File: src/design/prp_map.svh
// Function
// - Reset low returns every internal register to its initial value.
// - Reset is held low for at least 1 us, then a full sequence runs.
// - Every reset captures the strap options afresh.
// - The shared pin changes function only on a register write.
// - After reset the shared pin acts as the sleep input.
// - In sleep mode a low on the shared pin powers the device down.
// - In interrupt mode the pin is pulled low on an event, never high.
// - A write to the regulator-control register sets the regulator off state from data bit 0: a 1 shuts it off, a 0 turns it on.
`ifndef PRP_MAP_SVH
`define PRP_MAP_SVH
`define PRP_CLK_PERIOD_NS   20
`define PRP_RST_MIN_NS      1000
`define PRP_RST_MIN_CYC     ((`PRP_RST_MIN_NS + `PRP_CLK_PERIOD_NS - 1) / `PRP_CLK_PERIOD_NS)
`define PRP_CNT_W           6
`define PRP_STRAP_W         8
`define PRP_STRAP_RST       8'h00
`define PRP_REG_REGCTL      16'h00D0
`define PRP_REG_PINCFG      16'h0011
`define PRP_PINCFG_MODE_BIT 0
`define PRP_REGCTL_OFF_BIT  0
`endif

File: src/design/prp_pkg.sv
package prp_pkg;
    typedef enum logic [1:0] {
        PRP_ST_HOLD   = 2'b00,
        PRP_ST_STRAP  = 2'b01,
        PRP_ST_RUN    = 2'b11
    } prp_state_t;

    typedef struct packed {
        logic        wr;
        logic [15:0] addr;
        logic [15:0] data;
    } prp_wr_t;

    typedef struct packed {
        logic in;
        logic out;
        logic oe_n;
    } prp_pin_t;
endpackage

File: src/design/prp_sync.sv
`timescale 1ns/1ps
`default_nettype none
module prp_sync (
    // Clock and reset
    input  wire logic mclk,
    input  wire logic resetn,
    // Level
    input  wire logic d,
    output logic      q
);
    logic meta_reg;

    // Second stage alone reads the first
    always_ff @(posedge mclk or negedge resetn) begin
        if (!resetn) begin
            meta_reg <= 1'b1;
            q        <= 1'b1;
        end else begin
            meta_reg <= d;
            q        <= meta_reg;
        end
    end
endmodule
`default_nettype wire

File: src/design/prp_top.sv
`timescale 1ns/1ps
`default_nettype none
`include "prp_map.svh"
module prp_top (
    // Clock and asynchronous reset
    input  wire logic                    mclk,
    input  wire logic                    resetn,
    // Strap pins sampled at reset
    input  wire logic [`PRP_STRAP_W-1:0] strap_pins,
    // Internal register write port
    input  wire prp_pkg::prp_wr_t        reg_wr,
    // Interrupt source from the rest of the device
    input  wire logic                    irq_event,
    // Shared pin, open drain
    input  wire logic                    shared_irq_sleep_pin_in,
    output logic                         shared_irq_sleep_pin_out,
    output logic                         shared_irq_sleep_pin_oe_n,
    // Status
    output logic                         core_ready,
    output logic                         power_down,
    output logic                         regulator_off,
    output logic                         irq_mode,
    output logic [`PRP_STRAP_W-1:0]      strap_cfg
);
    import prp_pkg::*;

    localparam logic [`PRP_CNT_W-1:0] RST_CYC = `PRP_CNT_W'(`PRP_RST_MIN_CYC);

    prp_state_t              state_reg;
    logic [`PRP_CNT_W-1:0]   hold_cnt_reg;
    logic                    pin_sync;
    logic                    in_run;

    prp_sync u_pin_sync (
        .mclk   (mclk),
        .resetn (resetn),
        .d      (shared_irq_sleep_pin_in),
        .q      (pin_sync)
    );

    assign in_run = (state_reg == PRP_ST_RUN);

    // Internal registers clear while reset is low
    // Sequence: count 1 us after release, then recapture straps
    always_ff @(posedge mclk or negedge resetn) begin
        if (!resetn) begin
            state_reg    <= PRP_ST_HOLD;
            hold_cnt_reg <= '0;
        end else begin
            case (state_reg)
                PRP_ST_HOLD: begin
                    if (hold_cnt_reg >= RST_CYC - `PRP_CNT_W'(1)) begin
                        state_reg <= PRP_ST_STRAP;
                    end else begin
                        hold_cnt_reg <= hold_cnt_reg + `PRP_CNT_W'(1);
                    end
                end
                PRP_ST_STRAP: begin
                    state_reg <= PRP_ST_RUN;
                end
                PRP_ST_RUN: begin
                    state_reg <= PRP_ST_RUN;
                end
                default: begin
                    state_reg <= PRP_ST_HOLD;
                end
            endcase
        end
    end

    // Straps taken fresh on every reset, after release
    always_ff @(posedge mclk or negedge resetn) begin
        if (!resetn) begin
            strap_cfg <= `PRP_STRAP_RST;
        end else if (state_reg == PRP_ST_STRAP) begin
            strap_cfg <= strap_pins;
        end
    end

    // Pin function changes only by a register write
    // Default after reset is sleep input
    always_ff @(posedge mclk or negedge resetn) begin
        if (!resetn) begin
            irq_mode <= 1'b0;
        end else if (in_run && reg_wr.wr &&
                     reg_wr.addr == `PRP_REG_PINCFG) begin
            irq_mode <= reg_wr.data[`PRP_PINCFG_MODE_BIT];
        end
    end

    // Regulator shut down by software write
    always_ff @(posedge mclk or negedge resetn) begin
        if (!resetn) begin
            regulator_off <= 1'b0;
        end else if (in_run && reg_wr.wr &&
                     reg_wr.addr == `PRP_REG_REGCTL) begin
            regulator_off <= reg_wr.data[`PRP_REGCTL_OFF_BIT];
        end
    end

    // Low on the pin in sleep mode powers down
    always_ff @(posedge mclk or negedge resetn) begin
        if (!resetn) begin
            power_down <= 1'b0;
        end else begin
            power_down <= in_run && !irq_mode && !pin_sync;
        end
    end

    // Drive low only, released during reset and sequence
    always_ff @(posedge mclk or negedge resetn) begin
        if (!resetn) begin
            shared_irq_sleep_pin_oe_n <= 1'b1;
            shared_irq_sleep_pin_out  <= 1'b0;
        end else begin
            shared_irq_sleep_pin_oe_n <= !(in_run && irq_mode && irq_event);
            shared_irq_sleep_pin_out  <= 1'b0;
        end
    end

    // Ready only after a full minimum-width sequence
    always_ff @(posedge mclk or negedge resetn) begin
        if (!resetn) begin
            core_ready <= 1'b0;
        end else begin
            core_ready <= in_run;
        end
    end
endmodule
`default_nettype wire

File: config.mk
export PLATFORM = sky130hd
export DESIGN_NAME = prp_top
export DESIGN_NICKNAME = d
export VERILOG_FILES = /design/src/design/prp_pkg.sv /design/src/design/prp_sync.sv /design/src/design/prp_top.sv
export VERILOG_INCLUDE_DIRS = /design/src /design/src/design
export SDC_FILE = /design/constraint.sdc
export NUM_CORES = 1
export LEC_CHECK = 0
export ABC_AREA = 1
export CAP_MARGIN = 5
export CORE_MARGIN = 5
export CORE_UTILIZATION = 65
export CTS_CLUSTER_DIAMETER = 60
export DETAILED_ROUTE_END_ITERATION = 6
export DONT_BUFFER_PORTS = 1
export GPL_TIMING_DRIVEN = 0
export PLACE_DENSITY = 0.84
export SLEW_MARGIN = 30
export SYNTH_ARGS = -nofsm -noshare
export SYNTH_HDL_FRONTEND = slang
export SYNTH_HIERARCHICAL = 1
export SYNTH_SLANG_ARGS = --single-unit
File: constraint.sdc
create_clock -name mclk -period 3.1 [get_ports mclk]
set_input_delay 0.31 -clock mclk [delete_from_list [all_inputs] [get_ports mclk]]
set_output_delay 0.31 -clock mclk [all_outputs]
set_load 0.05 [all_outputs]
==> impl_metrics.py, run 1 <==
metrics = {
    "sta": {
        "fin_tns_setup_ns": 0,
        "whs_ns": 0.0554,
        "rsz0062_at_grt": "false",
        "hold_viol": 0,
        "setup_violations": 0,
        "skew_ns": 0.00262,
        "worst_slew_pin_slew_ns": 0.562,
        "clock.fmax_mhz": 746,
        "layout_worst_path_cycle_share": 0.432,
        "post-route-min-period_ns": 1.34,
        "slew_headroom": 0.625,
        "maxSlewViolCount": 0,
    },
    "clock_network": {
        "clk_latency_ns": 0.31,
        "cts_setup_buffers": 0,
        "numCtsBuffers": 3,
        "cts_htree_levels": 1,
        "path_clk_slew_ns": 0.11,
        "clockBufferDepth": 2,
        "cts_tree": "done",
        "cts_sinks": 23,
        "root_buffer": "clkbuf_4",
    },
    "power": {
        "leakage_nw": 0.564,
        "p_per_area_mw_per_mm2": 420,
        "ir_worst_vdd_v": 0.000288,
    },
    "place": {
        "dp_hpwl_mm": 1.48,
        "place_congestion": 0.779,
        "io_buffers": 0,
    },
    "floorplanning": {
        "start_util": 0.703,
        "dieArea_mm2": 0.00261,
        "fp-row-count": 14,
        "coreArea_mm2": 0.00156,
        "dieHeight_um": 51.1,
        "boundaryPins": 59,
        "die_w_um": 51.1,
    },
    "outcome": {
        "status": "complete, no violations",
    },
    "grt": {
        "grt_pass1_vias": 777,
        "grt_usage": 0.170,
        "grt_overflow": 0,
        "grt_pass1_wl_mm": 3.30,
        "antenna_found_initial": 0,
        "grt_max_degree": 24,
    },
    "layout": {
        "nets": 163,
        "layout-drive-gt1-share": 0.228,
        "n_fill_cell": 105,
        "final_cell_mix": "20 x nand2_1, 20 x dfrtp_1, 12 x nor2_1, 11 x nand3_1, 8 x mux2_4",
        "area_growth_pct": 6.51,
        "largest_register_ffs": 8,
        "antenna_cells": 0,
    },
    "synth": {
        "synth-seq-cells": 23,
        "syn_area_mm2": 0.00110,
        "yosysTopAreaCell": "dfrtp_1",
        "ys.flop_type": "dfrtp_1",
        "async_reset_ff_frac": 1.00,
        "ys_top_cells_by_area": "dfrtp_1 46%, mux2_4 11%, dfstp_2 7.2%",
        "syn_inst": 107,
        "synth_cell_types": 23,
        "yosysWarnings": 6,
        "syn_avg_cell_area_um2": 10.2,
        "synth_top_area_share": 0.457,
        "syn_nets": 155,
        "ys_seq_area_frac": 0.529,
        "synth_edf_count": 0,
    },
    "drt": {
        "dr.pass1.iters": 4,
        "drt-vias-per-instance": 5.59,
        "drc": 0,
        "ant_nets": 0,
        "dr.first_iter.drc_count": 4,
        "wl_per_cell_um": 14.7,
        "drt-total-wl_mm": 1.92,
        "num_vias": 727,
    },
    "critical_path": {
        "cp-end-kind": "register",
        "slowest_stage": "dfrtp_1",
        "path_class": "reg -> reg",
        "required_ns": 3.31,
        "path_max_fanout": 7,
        "arrival_ns": 1.55,
        "crit_path_cell_trace": "inv_1, ha_1, nor2_1, nand3_1, nand2_2, nand2_4, nand2_1, o21ai_1",
        "slowest_delay_ns": 0.41,
        "cp-start-kind": "register",
    },
    "flow_run": {
        "maxCapViolCount": 0,
    },
    "hold_path": {
        "hold_path_class": "in -> reg",
    },
}
==> worst max-delay path: cells and delay by family, from the launching register on <==
kind | cells | cell delay (ns)
AO/OA/AOI/OAI | 1 | 0.06
flip-flops | 1 | 0.41
adder cells (fa/ha/maj) | 1 | 0.18
buffers and inverters | 1 | 0.09
AND/OR/NAND/NOR | 5 | 0.49
==> timing repair <==
item                                   in CTS  in global routing
hold buffers                                2                  1
resized for setup                           0                  0
endpoints found under the hold margin      24                 20
==> layout make-up <==
type                            count  area (um2)  area share
Buffer                              2        11.3     0.00965
Tap cell                           16        20.0      0.0171
Sequential cell                    23         579       0.496
Multi-Input combinational cell     72         468       0.401
Clock buffer                        4        26.3      0.0225
Inverter                           10        37.5      0.0322
Timing Repair Buffer                3        25.0      0.0214
==> power breakdown <==
| part | internal, mW | leakage, nW | switching, mW |
|---|---|---|---|
| clock network | 0.0503 | 0.0150 | 0.0840 |
| registers | 0.307 | 0.277 | 0.0238 |
| logic | 0.0122 | 0.271 | 0.0128 |
| total | 0.370 | 0.564 | 0.121 |
==> metal layers <==
metal,vias to the layer above,share of wire,global-route usage
met3,4,0.052,0.0465
met4,0,0.017,0.0942
met5,-,0,0
met2,20,0.55,0.298
li1,353,-,-
met1,350,0.38,0.185
==> synth_stat cells (2+ instances only) <==
master and instances:
dfrtp_1 20, dfstp_2 3, ha_1 3, inv_1 7, inv_2 3, mux2_4 8
nand2_1 20, nand2_2 2, nand2_4 2, nand3_1 11, nand4_1 3, nor2_1 12
nor3_1 2, xnor2_1 2
==> worst paths after layout <==
path / start / end / slack, ns / cells after the start
max reg2reg: hold_cnt_reg[1] / hold_cnt_reg[2] / 1.76 / 8
min: irq_event / shared_irq_sleep_pin_oe_n / 0.06 / 1
min reg2reg: u_pin_sync/meta_reg / u_pin_sync/q / 0.38 / 0
max in group asynchronous: resetn / u_pin_sync/q / 2.26 / 2
min in group asynchronous: resetn / core_ready / 0.48 / 2
max: hold_cnt_reg[1] / hold_cnt_reg[2] / 1.76 / 8
==> kinds of logic after synthesis <==
kind of cell	synth area share
simple gates	0.234
flops	0.529
fa+ha+maj	0.0343
xor+xnor	0.0240
compound gates	0.0217
other cells	0.00342
mux	0.110
buf+inv	0.0445
==> stage by stage <==
stage / power [mW] / setup WS (ns) / std cells / util / cell area [um2]
CTS: 0.494 / 1.76 / 129 / 0.746 / 1160
global route: 0.517 / 1.64 / 130 / 0.749 / 1170
finish: 0.491 / 1.76 / 130 / 0.749 / 1170
global placement: 0.353 / 1.83 / 123 / 0.716 / 1120
detailed placement: 0.354 / 1.80 / 123 / 0.716 / 1120
floorplan: 0.351 / 1.92 / 107 / - / 1100
(Power assumes the default switching activity.)
==> run 2, diff against run 1 <==
CORE_UTILIZATION = 60   (was 65)
PLACE_DENSITY = 0.79   (was 0.84)
clock period = 1.4 ns   (was 3.1 ns; I/O delays follow)
==> run 2 against run 1 <==
  * Global-route usage increased by 1.2 points
  * Critical path depth decreased by 1
  * Cell count increased by 15%
  * Clock power increased by 120%
  * Final area increased by 10%
  * Critical path type unchanged
  * Critical endpoint unchanged
  * Largest cell class unchanged
  * Largest power group unchanged
==> impl_metrics.py, run 2 (same netlist as run 1, synthesis figures left out) <==
metrics = {
    "sta": {
        "slew_headroom": 0.636,
        "layout_worst_path_cycle_share": 0.915,
        "skew_ns": 0.00214,
        "rsz0062_at_grt": "false",
        "fin_tns_setup_ns": 0,
        "hold_viol": 0,
        "setup_violations": 0,
        "post-route-min-period_ns": 1.28,
        "maxSlewViolCount": 0,
        "worst_slew_pin_slew_ns": 0.546,
        "clock.fmax_mhz": 780,
        "setup_ws_ns": 0.119,
    },
    "layout": {
        "largest_register_ffs": 8,
        "final_common_cell": "nand2_1",
        "nets": 174,
        "antenna_cells": 0,
        "layout-drive-gt1-share": 0.224,
        "area_growth_pct": 17.5,
        "final_cell_mix": "20 x nand2_1, 19 x dfrtp_1, 12 x nor2_1, 12 x dlygate4sd3_1, 11 x nand3_1",
    },
    "drt": {
        "dr.pass1.iters": 4,
        "drc": 0,
        "drt-total-wl_mm": 2.07,
        "drt-vias-per-instance": 5.06,
        "num_vias": 759,
        "dr.first_iter.drc_count": 5,
        "wl_per_cell_um": 13.8,
        "ant_nets": 0,
    },
    "critical_path": {
        "reg2reg_setup_slack_ns": 0.12,
        "path_class": "reg -> reg",
        "r2r_cells": 7,
        "path_max_fanout": 7,
        "cp-end-kind": "register",
        "cp-start-kind": "register",
        "arrival_ns": 1.48,
        "r2r_end": "hold_cnt_reg[2]",
        "required_ns": 1.60,
        "rr_startpoint": "hold_cnt_reg[0]",
    },
    "hold_path": {
        "hold_end": "irq_mode",
        "hold_path_startpoint": "reg_wr[16]",
        "hold_path_class": "in -> reg",
        "worstHoldPathCells": 4,
    },
    "grt": {
        "grt_pass1_wl_mm": 3.56,
        "grt_pass1_vias": 825,
        "antenna_found_initial": 0,
        "grt_usage": 0.182,
        "grt_overflow": 0,
        "grt_max_degree": 24,
    },
    "flow_run": {
        "maxCapViolCount": 0,
    },
    "clock_network": {
        "root_buffer": "clkbuf_4",
        "cts_sinks": 23,
        "path_clk_slew_ns": 0.12,
        "clk_latency_ns": 0.30,
        "cts_tree": "done",
        "cts_htree_levels": 1,
        "clockBufferDepth": 2,
        "numCtsBuffers": 3,
    },
    "power": {
        "seqPwrFrac": 0.661,
        "power_switching_mw": 0.273,
        "ir_worst_vdd_v": 0.000755,
        "internal_power_mw": 0.837,
        "p_comb_frac": 0.072,
        "p_per_area_mw_per_mm2": 862,
        "switching_share": 0.246,
        "p_clk_frac": 0.268,
        "leakage_nw": 0.611,
    },
    "place": {
        "dp_slack_ns": 0.0976,
        "dp_hpwl_mm": 1.45,
        "io_buffers": 0,
        "place_congestion": 0.786,
    },
    "floorplanning": {
        "dieArea_mm2": 0.00278,
        "start_util": 0.635,
        "dieHeight_um": 52.7,
        "boundaryPins": 59,
        "die_w_um": 52.7,
        "fp-row-count": 15,
        "coreArea_mm2": 0.00173,
    },
    "outcome": {
        "status": "complete, no violations",
    },
}
-- run 2: final cells by class --
class                      count  area (um2)
sequential                    23         581
multi-input combinational     72         468
fill                         120         439
timing repair buffer          14         133
inverter                      10        37.5
tap                           25        31.3
clock buffer                   4        26.3
buffer                         2        11.3
-- run 2: worst max path at each step --
stage	start	end	slack [ns]	cells past startpoint
floorplan	hold_cnt_reg[1]	hold_cnt_reg[2]	0.22	8
global placement	hold_cnt_reg[1]	hold_cnt_reg[2]	0.12	8
detailed placement	hold_cnt_reg[1]	hold_cnt_reg[2]	0.1	8
CTS	hold_cnt_reg[1]	hold_cnt_reg[2]	0.08	8
global route	hold_cnt_reg[0]	hold_cnt_reg[2]	0.002	7
finish	hold_cnt_reg[0]	hold_cnt_reg[2]	0.12	7
-- run 2: stage by stage --
stage | cells | total power [mW] | area (um2) | util | hold WS (ns)
5_1_grt | 150 | 1.17 | 1290 | 0.746 | 0.0998
6_report | 150 | 1.11 | 1290 | 0.746 | 0.0837
3_5_place_dp | 132 | 0.783 | 1130 | 0.653 | -0.155
4_1_cts | 148 | 1.12 | 1270 | 0.738 | 0.0792
2_1_floorplan | 107 | 0.778 | 1100 | - | -0.156
3_3_place_gp | 132 | 0.782 | 1130 | 0.653 | -0.155
-- run 2: critical path, cell delays in order, from the launching register on --
cell     delay, ns
dfrtp_2       0.45
ha_1          0.20
nor2_1        0.08
nand3_1       0.09
nand2_2       0.14
nand2_4       0.10
nand2_1       0.07
o21ai_1       0.06
-- run 2: power by group through the flow --
stage / Combinational [mW] / Clock [mW] / Sequential, mW
2_1_floorplan: 0.0357 / 0 / 0.743
3_3_place_gp: 0.0367 / 0 / 0.745
3_5_place_dp: 0.0383 / 0 / 0.745
4_1_cts: 0.0779 / 0.306 / 0.733
5_1_grt: 0.0881 / 0.347 / 0.736
6_report: 0.0796 / 0.297 / 0.733
-- run 2: metal layers --
metal	wire length, um	global-route usage	vias to the layer above
li1	-	-	375
met5	0	0	-
met1	802	0.190	351
met2	1050	0.300	27
met3	154	0.0798	6
met4	63	0.106	0
-- run 2: what timing repair did --
action | CTS | global route
setup buffers | 0 | 1
endpoints found under the hold margin | 35 | 20
hold buffers | 12 | 1
setup endpoints to repair | 0 | 5
gates resized for setup | 0 | 1
